==> src/pkg/lbs_pkg.sv <==
// Shared constants and types for the LED behavior sequencer
package lbs_pkg;
  // ==========================================================
  // Register map
  localparam logic [7:0] ADDR_BEHAVIOR = 8'h81;
  localparam logic [7:0] ADDR_P1_PERIOD = 8'h84;
  localparam logic [7:0] BEHAVIOR_RST = 8'h00;
  localparam logic [7:0] P1_PERIOD_RST = 8'h20;
  localparam logic [7:0] BEHAVIOR_MASK = 8'h3F;
  localparam logic [7:0] RDATA_NONE = 8'h00;
  localparam int LED_NUM = 3;
  localparam int FIELD_W = 2;
  localparam int P1_EDGE_BIT = 7;
  localparam int PERIOD_W = 7;
  localparam int COUNT_W = 3;
  localparam int CNT_W = COUNT_W + 1;
  // ==========================================================
  // Duty and level scale
  localparam logic [7:0] DUTY_MIN_DEF = 8'h00;
  localparam logic [7:0] DUTY_MAX_DEF = 8'hFF;
  localparam logic [7:0] LEVEL_MIN = 8'h00;
  localparam logic [7:0] LEVEL_MAX = 8'hFF;
  localparam logic [PERIOD_W-1:0] PERIOD_ZERO = 7'h00;
  localparam logic [PERIOD_W-1:0] PERIOD_ONE = 7'h01;
  localparam logic [CNT_W-1:0] CNT_ONE = 4'h1;
  // ==========================================================
  // Timing: one period unit spans 2 * LEVEL_NUM fine ticks
  localparam int UNIT_MS = 32;
  localparam int CLK_PERIOD_NS = 5;
  localparam int LEVEL_NUM = 256;
  localparam int FINE_TICK_NS = UNIT_MS * 1000000 / 2 / LEVEL_NUM;
  localparam int FINE_TICK_CYC =
    (FINE_TICK_NS + CLK_PERIOD_NS - 1) / CLK_PERIOD_NS;
  // ==========================================================
  // Enumerations
  typedef enum logic [1:0] {
    MODE_DIRECT = 2'h0,
    MODE_PULSE1 = 2'h1,
    MODE_PULSE2 = 2'h2,
    MODE_BREATHE = 2'h3
  } lbs_mode_t;
  typedef enum logic [1:0] {
    ST_IDLE = 2'h0,
    ST_RUN = 2'h1,
    ST_FINISH = 2'h3
  } lbs_state_t;
endpackage

==> src/pkg/lbs_chan_if.sv <==
// Carrier between the sequencer top and one channel engine
`timescale 1ns/100ps
interface lbs_chan_if;
  import lbs_pkg::*;
  lbs_mode_t mode;
  logic trig;
  logic start_on_release;
  logic [PERIOD_W-1:0] p1_period;
  logic [PERIOD_W-1:0] p2_period;
  logic [PERIOD_W-1:0] br_period;
  logic [COUNT_W-1:0] p1_count;
  logic [COUNT_W-1:0] p2_count;
  logic [7:0] duty_min;
  logic [7:0] duty_max;
  logic fine_tick;
  logic [7:0] level;
  logic [7:0] run_min;
  logic [7:0] run_max;
  logic actuated;
  modport ctrl (
    output mode, trig, start_on_release, p1_period, p2_period,
    output br_period, p1_count, p2_count, duty_min, duty_max,
    output fine_tick,
    input level, run_min, run_max, actuated
  );
  modport seq (
    input mode, trig, start_on_release, p1_period, p2_period,
    input br_period, p1_count, p2_count, duty_min, duty_max,
    input fine_tick,
    output level, run_min, run_max, actuated
  );
endinterface

==> src/logic/lbs_chan.sv <==
// Per-channel behavior engine: trigger edges, state, ramp level
`timescale 1ns/100ps
module lbs_chan
  import lbs_pkg::*;
(
  input wire logic i_clk,    // System clock
  input wire logic i_arst_n, // Async reset, active low
  lbs_chan_if.seq bus        // Settings in, level out
);
  // ==========================================================
  // Helpers
  // A zero period behaves as one unit
  function automatic logic [PERIOD_W-1:0] per_eff(
    input logic [PERIOD_W-1:0] p);
    per_eff = (p == PERIOD_ZERO) ? PERIOD_ONE : p;
  endfunction

  lbs_state_t state_reg;
  logic trig_q_reg;
  logic [PERIOD_W-1:0] per_reg;
  logic [PERIOD_W-1:0] step_reg;
  logic [CNT_W-1:0] cnt_reg;
  logic [7:0] level_reg;
  logic [7:0] min_reg;
  logic [7:0] max_reg;
  logic up_reg;
  logic rise;
  logic fall;
  logic p1_go;
  logic go;
  logic step_wrap;
  logic cycle_end;
  logic [PERIOD_W-1:0] per_sel;
  logic [CNT_W-1:0] cnt_sel;

  // ==========================================================
  // Trigger edges; a source switch shows up as an ordinary edge
  always_ff @(posedge i_clk or negedge i_arst_n) begin
    if (!i_arst_n) begin
      trig_q_reg <= 1'b0;
    end else begin
      trig_q_reg <= bus.trig;
    end
  end
  assign rise = bus.trig & ~trig_q_reg;
  assign fall = ~bus.trig & trig_q_reg;
  assign p1_go = bus.start_on_release ? fall : rise;
  assign go = (bus.mode == MODE_PULSE1) ? p1_go : rise;
  assign step_wrap = bus.fine_tick && (step_reg >= per_reg - PERIOD_ONE);
  assign cycle_end = step_wrap && !up_reg && (level_reg == LEVEL_MIN) &&
    (state_reg != ST_IDLE) && (bus.mode != MODE_DIRECT);

  // Parameters picked up at start, the Pulse 2 count again at release; other edits, bar the mode and Direct limits, wait for re-actuation
  always_comb begin
    per_sel = per_eff(bus.p1_period);
    cnt_sel = {1'b0, bus.p1_count} + CNT_ONE;
    unique case (bus.mode)
      MODE_PULSE2: begin
        per_sel = per_eff(bus.p2_period);
        cnt_sel = {1'b0, bus.p2_count} + CNT_ONE;
      end
      MODE_BREATHE: begin
        per_sel = per_eff(bus.br_period);
      end
      MODE_DIRECT, MODE_PULSE1: begin
        per_sel = per_eff(bus.p1_period);
      end
    endcase
  end

  // ==========================================================
  // Sequencer state; mode is read live so a change acts at once
  always_ff @(posedge i_clk or negedge i_arst_n) begin
    if (!i_arst_n) begin
      state_reg <= ST_IDLE;
      cnt_reg <= CNT_ONE;
    end else begin
      unique case (state_reg)
        ST_IDLE: begin
          if (go) begin
            state_reg <= ST_RUN;
            cnt_reg <= cnt_sel;
          end
        end
        ST_RUN: begin
          unique case (bus.mode)
            MODE_DIRECT, MODE_BREATHE: begin
              if (fall) begin
                state_reg <= ST_IDLE;
              end
            end
            MODE_PULSE2: begin
              if (fall) begin
                state_reg <= ST_FINISH;
                // The pulse in progress ends first, then p2_count + 1 further ones
                cnt_reg <= {1'b0, bus.p2_count} + CNT_ONE + CNT_ONE;
              end
            end
            MODE_PULSE1: begin
              // Edges are not looked at until the count runs out
              if (cycle_end) begin
                cnt_reg <= cnt_reg - CNT_ONE;
                if (cnt_reg <= CNT_ONE) begin
                  state_reg <= ST_IDLE;
                end
              end
            end
          endcase
        end
        ST_FINISH: begin
          if (rise && bus.mode == MODE_PULSE2) begin
            state_reg <= ST_RUN;
          end else if (cycle_end) begin
            cnt_reg <= cnt_reg - CNT_ONE;
            if (cnt_reg <= CNT_ONE) begin
              state_reg <= ST_IDLE;
            end
          end
        end
        default: begin
          state_reg <= ST_IDLE;
        end
      endcase
    end
  end

  // ==========================================================
  // Latched period and limits; Direct follows its limits live
  always_ff @(posedge i_clk or negedge i_arst_n) begin
    if (!i_arst_n) begin
      per_reg <= PERIOD_ONE;
      min_reg <= DUTY_MIN_DEF;
      max_reg <= DUTY_MAX_DEF;
    end else if (bus.mode == MODE_DIRECT) begin
      min_reg <= bus.duty_min;
      max_reg <= bus.duty_max;
    end else if (state_reg == ST_IDLE && go) begin
      per_reg <= per_sel;
      min_reg <= bus.duty_min;
      max_reg <= bus.duty_max;
    end
  end

  // ==========================================================
  // Triangle ramp: 256 steps up and down, per_reg fine ticks each
  always_ff @(posedge i_clk or negedge i_arst_n) begin
    if (!i_arst_n) begin
      level_reg <= LEVEL_MIN;
      up_reg <= 1'b1;
      step_reg <= PERIOD_ZERO;
    end else if (state_reg == ST_IDLE) begin
      level_reg <= LEVEL_MIN;
      up_reg <= 1'b1;
      step_reg <= PERIOD_ZERO;
    end else if (bus.mode == MODE_DIRECT) begin
      level_reg <= LEVEL_MAX;
    end else if (bus.fine_tick) begin
      step_reg <= step_wrap ? PERIOD_ZERO : step_reg + PERIOD_ONE;
      if (step_wrap) begin
        if (up_reg) begin
          if (level_reg == LEVEL_MAX) begin
            up_reg <= 1'b0;
          end else begin
            level_reg <= level_reg + 8'h01;
          end
        end else if (level_reg == LEVEL_MIN) begin
          up_reg <= 1'b1;
        end else begin
          level_reg <= level_reg - 8'h01;
        end
      end
    end
  end

  assign bus.level = level_reg;
  assign bus.run_min = min_reg;
  assign bus.run_max = max_reg;
  assign bus.actuated = (state_reg != ST_IDLE);

  // ==========================================================
  // Checks
  a_p1_ignore_edges: assert property (
    @(posedge i_clk) disable iff (!i_arst_n)
    (state_reg == ST_RUN && bus.mode == MODE_PULSE1 && !cycle_end)
    |=> state_reg == ST_RUN)
    else $error("pulse 1 sequence left early");
  a_breathe_stops: assert property (
    @(posedge i_clk) disable iff (!i_arst_n)
    (state_reg == ST_RUN && bus.mode == MODE_BREATHE && fall)
    |=> state_reg == ST_IDLE ##1 level_reg == LEVEL_MIN)
    else $error("breathe did not stop on release");
  a_direct_start: assert property (
    @(posedge i_clk) disable iff (!i_arst_n)
    (state_reg == ST_IDLE && bus.mode == MODE_DIRECT && rise)
    |=> state_reg == ST_RUN ##1 level_reg == LEVEL_MAX)
    else $error("direct did not actuate");
  a_p2_finish_cnt: assert property (
    @(posedge i_clk) disable iff (!i_arst_n)
    (state_reg == ST_RUN && bus.mode == MODE_PULSE2 && fall)
    |=> state_reg == ST_FINISH &&
    cnt_reg == {1'b0, $past(bus.p2_count)} + CNT_ONE + CNT_ONE)
    else $error("pulse 2 finish count wrong");
  a_period_zero: assert property (
    @(posedge i_clk) disable iff (!i_arst_n)
    (state_reg == ST_IDLE && rise && bus.mode == MODE_BREATHE &&
    bus.br_period == PERIOD_ZERO) |=> per_reg == PERIOD_ONE)
    else $error("zero period not treated as one");
  c_p1_done: cover property (@(posedge i_clk) disable iff (!i_arst_n)
    state_reg == ST_RUN && bus.mode == MODE_PULSE1 ##1
    state_reg == ST_IDLE);
  c_cycle_end: cover property (@(posedge i_clk) disable iff (!i_arst_n)
    cycle_end);
  c_p2_finish: cover property (@(posedge i_clk) disable iff (!i_arst_n)
    state_reg == ST_FINISH ##1 state_reg == ST_IDLE);
endmodule

==> src/logic/lbs_sequencer.sv <==
// Three-channel LED behavior sequencer: registers, triggers, PWM
// ==========================================================
`timescale 1ns/100ps
module lbs_sequencer
  import lbs_pkg::*;
#(
  parameter int FINE_CYC = FINE_TICK_CYC // Clocks per ramp step tick
) (
  input wire logic i_clk,                      // System clock
  input wire logic i_arst_n,                   // Async reset, low
  input wire logic [7:0] i_reg_addr,           // Register address
  input wire logic i_reg_wr,                   // Write strobe
  input wire logic [7:0] i_reg_wdata,          // Write data
  output logic [7:0] o_reg_rdata,              // Read data, 1 cycle
  input wire logic [LED_NUM-1:0] i_touch,      // Sensor touch level
  input wire logic [LED_NUM-1:0] i_link,       // Channel linked
  input wire logic [LED_NUM-1:0] i_host_drive_request, // Host drive
  input wire logic [LED_NUM-1:0] i_output_polarity, // 1 non-inverted
  input wire logic [COUNT_W-1:0] i_pulse_one_count, // Pulse 1 count
  input wire logic [COUNT_W-1:0] i_pulse_two_count, // Pulse 2 count
  input wire logic [PERIOD_W-1:0] i_p2_period, // Pulse 2 period
  input wire logic [PERIOD_W-1:0] i_br_period, // Breathe period
  input wire logic [7:0] i_duty_min,           // Minimum duty
  input wire logic [7:0] i_duty_max,           // Maximum duty
  input wire logic i_br_limits_set,            // Breathe uses inputs
  output logic [LED_NUM-1:0] o_led,            // LED pins
  output logic [LED_NUM-1:0] o_actuated        // Channel actuated
);
  localparam int FC_W = (FINE_CYC > 1) ? $clog2(FINE_CYC) : 1;
  localparam logic [FC_W-1:0] FINE_LAST = FC_W'(FINE_CYC - 1);

  // ==========================================================
  // Helpers
  // Map a ramp level onto the min..max duty window
  function automatic logic [7:0] lbs_scale(
    input logic [7:0] lvl,
    input logic [7:0] lo,
    input logic [7:0] hi);
    logic [15:0] prod;
    prod = 16'h0000;
    if (lvl == LEVEL_MAX) begin
      lbs_scale = hi;
    end else if (hi <= lo) begin
      lbs_scale = lo;
    end else begin
      prod = {8'h00, hi - lo} * {8'h00, lvl};
      lbs_scale = lo + prod[15:8];
    end
  endfunction

  logic [7:0] behavior_reg;
  logic [7:0] p1_period_reg;
  logic [7:0] rdata_reg;
  logic [FC_W-1:0] fine_cnt_reg;
  logic fine_tick_reg;
  logic [7:0] pwm_cnt_reg;
  logic [LED_NUM-1:0] led_reg;
  logic [LED_NUM-1:0] act_reg;
  logic [7:0] br_min;
  logic [7:0] br_max;

  lbs_chan_if ch_if [LED_NUM] ();

  // ==========================================================
  // Register file
  // Reserved bits 7:6 are dropped on write so they read as zero
  always_ff @(posedge i_clk or negedge i_arst_n) begin
    if (!i_arst_n) begin
      behavior_reg <= BEHAVIOR_RST;
    end else if (i_reg_wr && i_reg_addr == ADDR_BEHAVIOR) begin
      behavior_reg <= i_reg_wdata & BEHAVIOR_MASK;
    end
  end

  // Period field plus start edge select in the top bit
  always_ff @(posedge i_clk or negedge i_arst_n) begin
    if (!i_arst_n) begin
      p1_period_reg <= P1_PERIOD_RST;
    end else if (i_reg_wr && i_reg_addr == ADDR_P1_PERIOD) begin
      p1_period_reg <= i_reg_wdata;
    end
  end

  // Read data registered; unmapped addresses answer zero
  always_ff @(posedge i_clk or negedge i_arst_n) begin
    if (!i_arst_n) begin
      rdata_reg <= RDATA_NONE;
    end else begin
      unique case (i_reg_addr)
        ADDR_BEHAVIOR: rdata_reg <= behavior_reg;
        ADDR_P1_PERIOD: rdata_reg <= p1_period_reg;
        default: rdata_reg <= RDATA_NONE;
      endcase
    end
  end

  // ==========================================================
  // Shared time base; every channel steps on the same tick
  always_ff @(posedge i_clk or negedge i_arst_n) begin
    if (!i_arst_n) begin
      fine_cnt_reg <= '0;
      fine_tick_reg <= 1'b0;
    end else if (fine_cnt_reg >= FINE_LAST) begin
      fine_cnt_reg <= '0;
      fine_tick_reg <= 1'b1;
    end else begin
      fine_cnt_reg <= fine_cnt_reg + 1'b1;
      fine_tick_reg <= 1'b0;
    end
  end

  // Free-running PWM counter at the highest rate the clock allows;
  // the duty window alone shapes brightness, rise and fall are zero
  always_ff @(posedge i_clk or negedge i_arst_n) begin
    if (!i_arst_n) begin
      pwm_cnt_reg <= 8'h00;
    end else begin
      pwm_cnt_reg <= pwm_cnt_reg + 8'h01;
    end
  end

  // Breathe falls back to full-range limits unless told otherwise
  assign br_min = i_br_limits_set ? i_duty_min : DUTY_MIN_DEF;
  assign br_max = i_br_limits_set ? i_duty_max : DUTY_MAX_DEF;

  // ==========================================================
  // Channels
  for (genvar g = 0; g < LED_NUM; g++) begin : g_ch
    logic [7:0] duty;
    logic on;
    // Linked channels see only the sensor; the drive bit is dropped
    assign ch_if[g].trig = i_link[g] ? i_touch[g] :
      i_host_drive_request[g];
    assign ch_if[g].mode =
      lbs_mode_t'(behavior_reg[g*FIELD_W +: FIELD_W]);
    assign ch_if[g].start_on_release = p1_period_reg[P1_EDGE_BIT];
    assign ch_if[g].p1_period = p1_period_reg[PERIOD_W-1:0];
    assign ch_if[g].p2_period = i_p2_period;
    assign ch_if[g].br_period = i_br_period;
    assign ch_if[g].p1_count = i_pulse_one_count;
    assign ch_if[g].p2_count = i_pulse_two_count;
    assign ch_if[g].duty_min =
      (ch_if[g].mode == MODE_BREATHE) ? br_min : i_duty_min;
    assign ch_if[g].duty_max =
      (ch_if[g].mode == MODE_BREATHE) ? br_max : i_duty_max;
    assign ch_if[g].fine_tick = fine_tick_reg;

    lbs_chan lbs_chan_i (
      .i_clk(i_clk),
      .i_arst_n(i_arst_n),
      .bus(ch_if[g])
    );

    assign duty = lbs_scale(ch_if[g].level, ch_if[g].run_min,
      ch_if[g].run_max);
    assign on = (duty == LEVEL_MAX) || (pwm_cnt_reg < duty);

    // Inverted polarity sinks current: asserted duty is a low pin
    always_ff @(posedge i_clk or negedge i_arst_n) begin
      if (!i_arst_n) begin
        led_reg[g] <= 1'b1;
        act_reg[g] <= 1'b0;
      end else begin
        led_reg[g] <= i_output_polarity[g] ? on : ~on;
        act_reg[g] <= ch_if[g].actuated;
      end
    end
  end

  assign o_reg_rdata = rdata_reg;
  assign o_led = led_reg;
  assign o_actuated = act_reg;

  // ==========================================================
  // Checks
  a_behavior_readback: assert property (
    @(posedge i_clk) disable iff (!i_arst_n)
    (i_reg_wr && i_reg_addr == ADDR_BEHAVIOR) ##1
    (!i_reg_wr && i_reg_addr == ADDR_BEHAVIOR)
    |=> o_reg_rdata == ($past(i_reg_wdata, 2) & BEHAVIOR_MASK))
    else $error("behavior byte readback wrong");
  a_edge_bit_store: assert property (
    @(posedge i_clk) disable iff (!i_arst_n)
    (i_reg_wr && i_reg_addr == ADDR_P1_PERIOD)
    |=> ch_if[0].start_on_release == $past(i_reg_wdata[P1_EDGE_BIT]))
    else $error("start edge select not taken");
  a_linked_ignore: assert property (
    @(posedge i_clk) disable iff (!i_arst_n)
    (i_link[1] && !i_touch[1] && ch_if[1].mode == MODE_DIRECT)[*3]
    |-> !o_actuated[1])
    else $error("linked LED followed host drive");
  a_idle_pin_level: assert property (
    @(posedge i_clk) disable iff (!i_arst_n)
    (i_arst_n && ch_if[0].level == LEVEL_MIN &&
    ch_if[0].run_min == DUTY_MIN_DEF)
    |=> o_led[0] == !$past(i_output_polarity[0]))
    else $error("idle pin level does not follow polarity");
  c_linked_touch: cover property (@(posedge i_clk) disable iff (!i_arst_n)
    i_link[1] && $rose(o_actuated[1]));
  c_breathe_run: cover property (@(posedge i_clk) disable iff (!i_arst_n)
    ch_if[1].mode == MODE_BREATHE && o_actuated[1]);
endmodule

==> config.mk <==
export PLATFORM = sky130hd
export DESIGN_NAME = lbs_sequencer
export DESIGN_NICKNAME = d
export VERILOG_FILES = /design/src/pkg/lbs_pkg.sv /design/src/pkg/lbs_chan_if.sv /design/src/logic/lbs_chan.sv /design/src/logic/lbs_sequencer.sv
export SDC_FILE = /design/constraint.sdc
export NUM_CORES = 1
export LEC_CHECK = 0
export ABC_AREA = 1
export ABC_CLOCK_PERIOD_IN_PS = 9540
export BUFFER_PORTS_ARGS = -buffer_cell sky130_fd_sc_hd__buf_2
export CORE_AREA = 5 5 184 204
export CTS_BUF_LIST = sky130_fd_sc_hd__clkbuf_2 sky130_fd_sc_hd__clkbuf_4 sky130_fd_sc_hd__clkbuf_8
export CTS_CLUSTER_DIAMETER = 30
export DETAILED_ROUTE_END_ITERATION = 10
export DIE_AREA = 0 0 189 209
export PLACE_DENSITY = 0.75
export SLEW_MARGIN = 20
export SYNTH_ARGS = -nofsm -noshare
export SYNTH_HDL_FRONTEND = slang
export SYNTH_SLANG_ARGS = --single-unit
==> constraint.sdc <==
create_clock -name i_clk -period 9.54 [get_ports i_clk]
set_input_delay 0.954 -clock i_clk [delete_from_list [all_inputs] [get_ports i_clk]]
set_output_delay 0.954 -clock i_clk [all_outputs]
set_load 0.005 [all_outputs]
==> results by group <==
Logic synthesis
  • Netlist cell types: 66
  • Mapped Cells: 2669
  • Async S/R FF share, synth: 100.0%
  • Count leader, synth: nand2_1
  • Synth top cells by count: nand2_1, inv_1, nor2_1, ha_1, o21ai_0
  • EDFF count, synth: 0
  • Area leader, netlist: dfrtp_1
  • Primary FF master, synth: dfrtp_1
  • Top post-synthesis cells by area: dfrtp_1, ha_1, fa_1, nand2_1, inv_1
  • Mapped Nets: 3087
  • #FFs+latches synth: 189
  • Synth top area share: 18.89%
  • Synth Warn #: 0
  • Average cell area after synthesis: 7.543 µm²
  • Cell Area, Synth: 20130 µm²
  • Post-synthesis sequential area ratio: 23.72%

Setup path
  • Worst Setup Start Kind: flop
  • Worst path bufs/invs: 4
  • Most frequent CP cell: nand2_1
  • Top delay family on crit path: adder cells
  • FF-to-FF End: o_led[2]
  • R2r setup slk: 1.76 ns
  • Worst Setup SP: g_ch[2].lbs_chan_i.bus.run_max[2]
  • Worst-path fanout max: 7
  • Slowest CP cell: dfstp_2
  • Critical Path End Type: flop
  • RR Startpoint: g_ch[2].lbs_chan_i.bus.run_max[2]
  • Setup CP Type: reg2reg
  • Number of cells on the worst reg-to-reg path: 42
  • WP data arrival: 8.25 ns
  • Worst path max stage delay: 0.56 ns
  • Req. time, crit path: 10.01 ns

GRT
  • Initial antenna violation count: 0
  • Met2 usage: 44.84%
  • GRT Total Usage: 26.33%
  • Most Crowded Layer GR: met2
  • Vias in the first global route: 18160
  • Pin count of the biggest net entering global routing: 125
  • Routing usage on met1: 35.00%
  • Grt met3 use: 3.241%
  • First-pass GRT wire length: 86.80 mm
  • GRT Residual Overflow: 0

Timing
  • Max-slew headroom: 14.88%
  • Max frequency: 0.1285 GHz
  • Tcrit/Tclk final: 81.59%
  • Final Max Tran Viols: 0
  • Clk_skew: 0.02685 ns
  • Minimum clock period: 7.783 ns
  • # setup viols final: 0
  • RSZ-0062 raised after global routing: no
  • Final hold violations: 0
  • Worst Max-Slew Pin Slew: 1.265 ns
  • Setup_tns: 0 ns

Floorplanning
  • CORE AREA: 35530 µm²
  • Ports: 82
  • Number of placement rows: 73
  • Chip Width: 189 µm
  • Die Area: 39500 µm²
  • Die H: 209 µm
  • Initial core utilization: 56.66%

Clock network
  • Total CTS buffers: 17
  • H-Tree Depth: 4
  • CTS Root Cell: clkbuf_8
  • CTS tree: built
  • Clock Latency Late Sink: 0.53 ns
  • Post-CTS Hold Fix Bufs: 0
  • Sink Count: 189
  • Worst-path clk slew: 0.10 ns
  • Postcts setup bufs: 0
  • Post-CTS sizing: 0
  • Bufs on Longest Clock Path: 2

Min path
  • HP Class: reg2reg
  • Hold Crit Endpoint: fine_cnt_reg[0]
  • Hold Path Depth: 1
  • Hold path startpoint: fine_cnt_reg[0]

Routing
  • DRT Pass-1 Iters: 5
  • Drt total wl: 51.23 mm
  • 1st-iter DRT viols: 1226
  • Vias: 18190
  • Avg WL per Cell: 16.01 µm
  • Post-route ant nets: 0
  • # DRC: 0
  • Via density: 5.687

Cells and area
  • Proportion of layout cells with a drive suffix above 1: 8.985%
  • Fillcell total: 3178
  • Area of the multi-input gates: 13350 µm²
  • Diode count: 0
  • Reg area: 4776 µm²
  • Nets: 3154
  • Area grow syn2layout: 6.215%

Run status
  • Outcome: finished, final reports clean

Place
  • HPWL after detailed placement: 41.83 mm
  • Routability Congestion: 0.9303
  • Count of input and output buffers: 81

Job
  • Max-cap viol count: 0
-- worst max-delay path by stage --
stage	endpoint	slack (ns)	depth (start not counted)
finish	o_led[2]	1.76	42
global route	o_led[2]	1.11	44
CTS	o_led[2]	1.80	43
detailed placement	o_led[2]	1.84	37
global placement	o_led[2]	2.04	38
floorplan	o_led[2]	2.46	43
-- cells in the final DEF, fill, tap and decap left out, drive strengths merged, types with 20 or more instances in the layout --
cell,n
a21oi,136
buf,82
clkbuf,20
dfrtp,152
dfstp,37
fa,114
ha,236
inv,486
nand2,503
nand3,129
nand4,32
nor2,308
nor3,27
o21ai,191
o221ai,20
o22ai,40
xnor2,31
xor2,62
-- worst register-to-register path, delay by kind of cell (launching register included) --
family	cells	cell delay, ns
XOR/XNOR	2	0.50
AO/OA/AOI/OAI	10	1.78
adder cells (fa/ha/maj)	8	3.17
AND/OR/NAND/NOR	18	1.54
flip-flops	1	0.56
buffers and inverters	4	0.19
-- final cells by class --
class                      count  area share [%]
multi-input combinational   1959           62.43
sequential                   189           22.33
clock inverter                12          0.8133
timing repair buffer          82           1.978
clock buffer                  20           1.229
tap                          450           2.633
inverter                     487           8.583
-- per-layer routing --
layer	vias to the layer above	part of all wire, %
li1	8801	-
met1	8703	44
met2	568	48
met3	120	5.3
met4	0	2.9
met5	-	0
-- per-stage QoR --
stage	cells	worst slack [ns]	instance area [µm²]	hold WS [ns]	utilization (%)
2_1_floorplan	2669	2.457	20130	0.4329	-
3_3_place_gp	3167	2.035	20950	0.4449	58.95
3_5_place_dp	3167	1.842	20950	0.4500	58.95
4_1_cts	3199	1.799	21380	0.4647	60.18
5_1_grt	3199	1.113	21380	0.4935	60.19
6_report	3199	1.757	21380	0.4584	60.19
-- cells by family (layout without fill, tap and decap cells) --
logic type                 after synthesis  after routing  synth area share (%)
AOI/OAI and AO/OA                      462            462                 13.47
xor gates and xnor gates                93             93                 4.120
adders and majority gates              350            350                 26.00
buffers and inverters                  521            601                 9.968
DFF                                    189            189                 23.72
muxes                                    8              8                0.4475
and+or+nand+nor                       1046           1046                 22.27
Power is left out: the tool's default activity adds up to more than one toggle a clock period on the data nets, which glitch-free logic cannot reach.
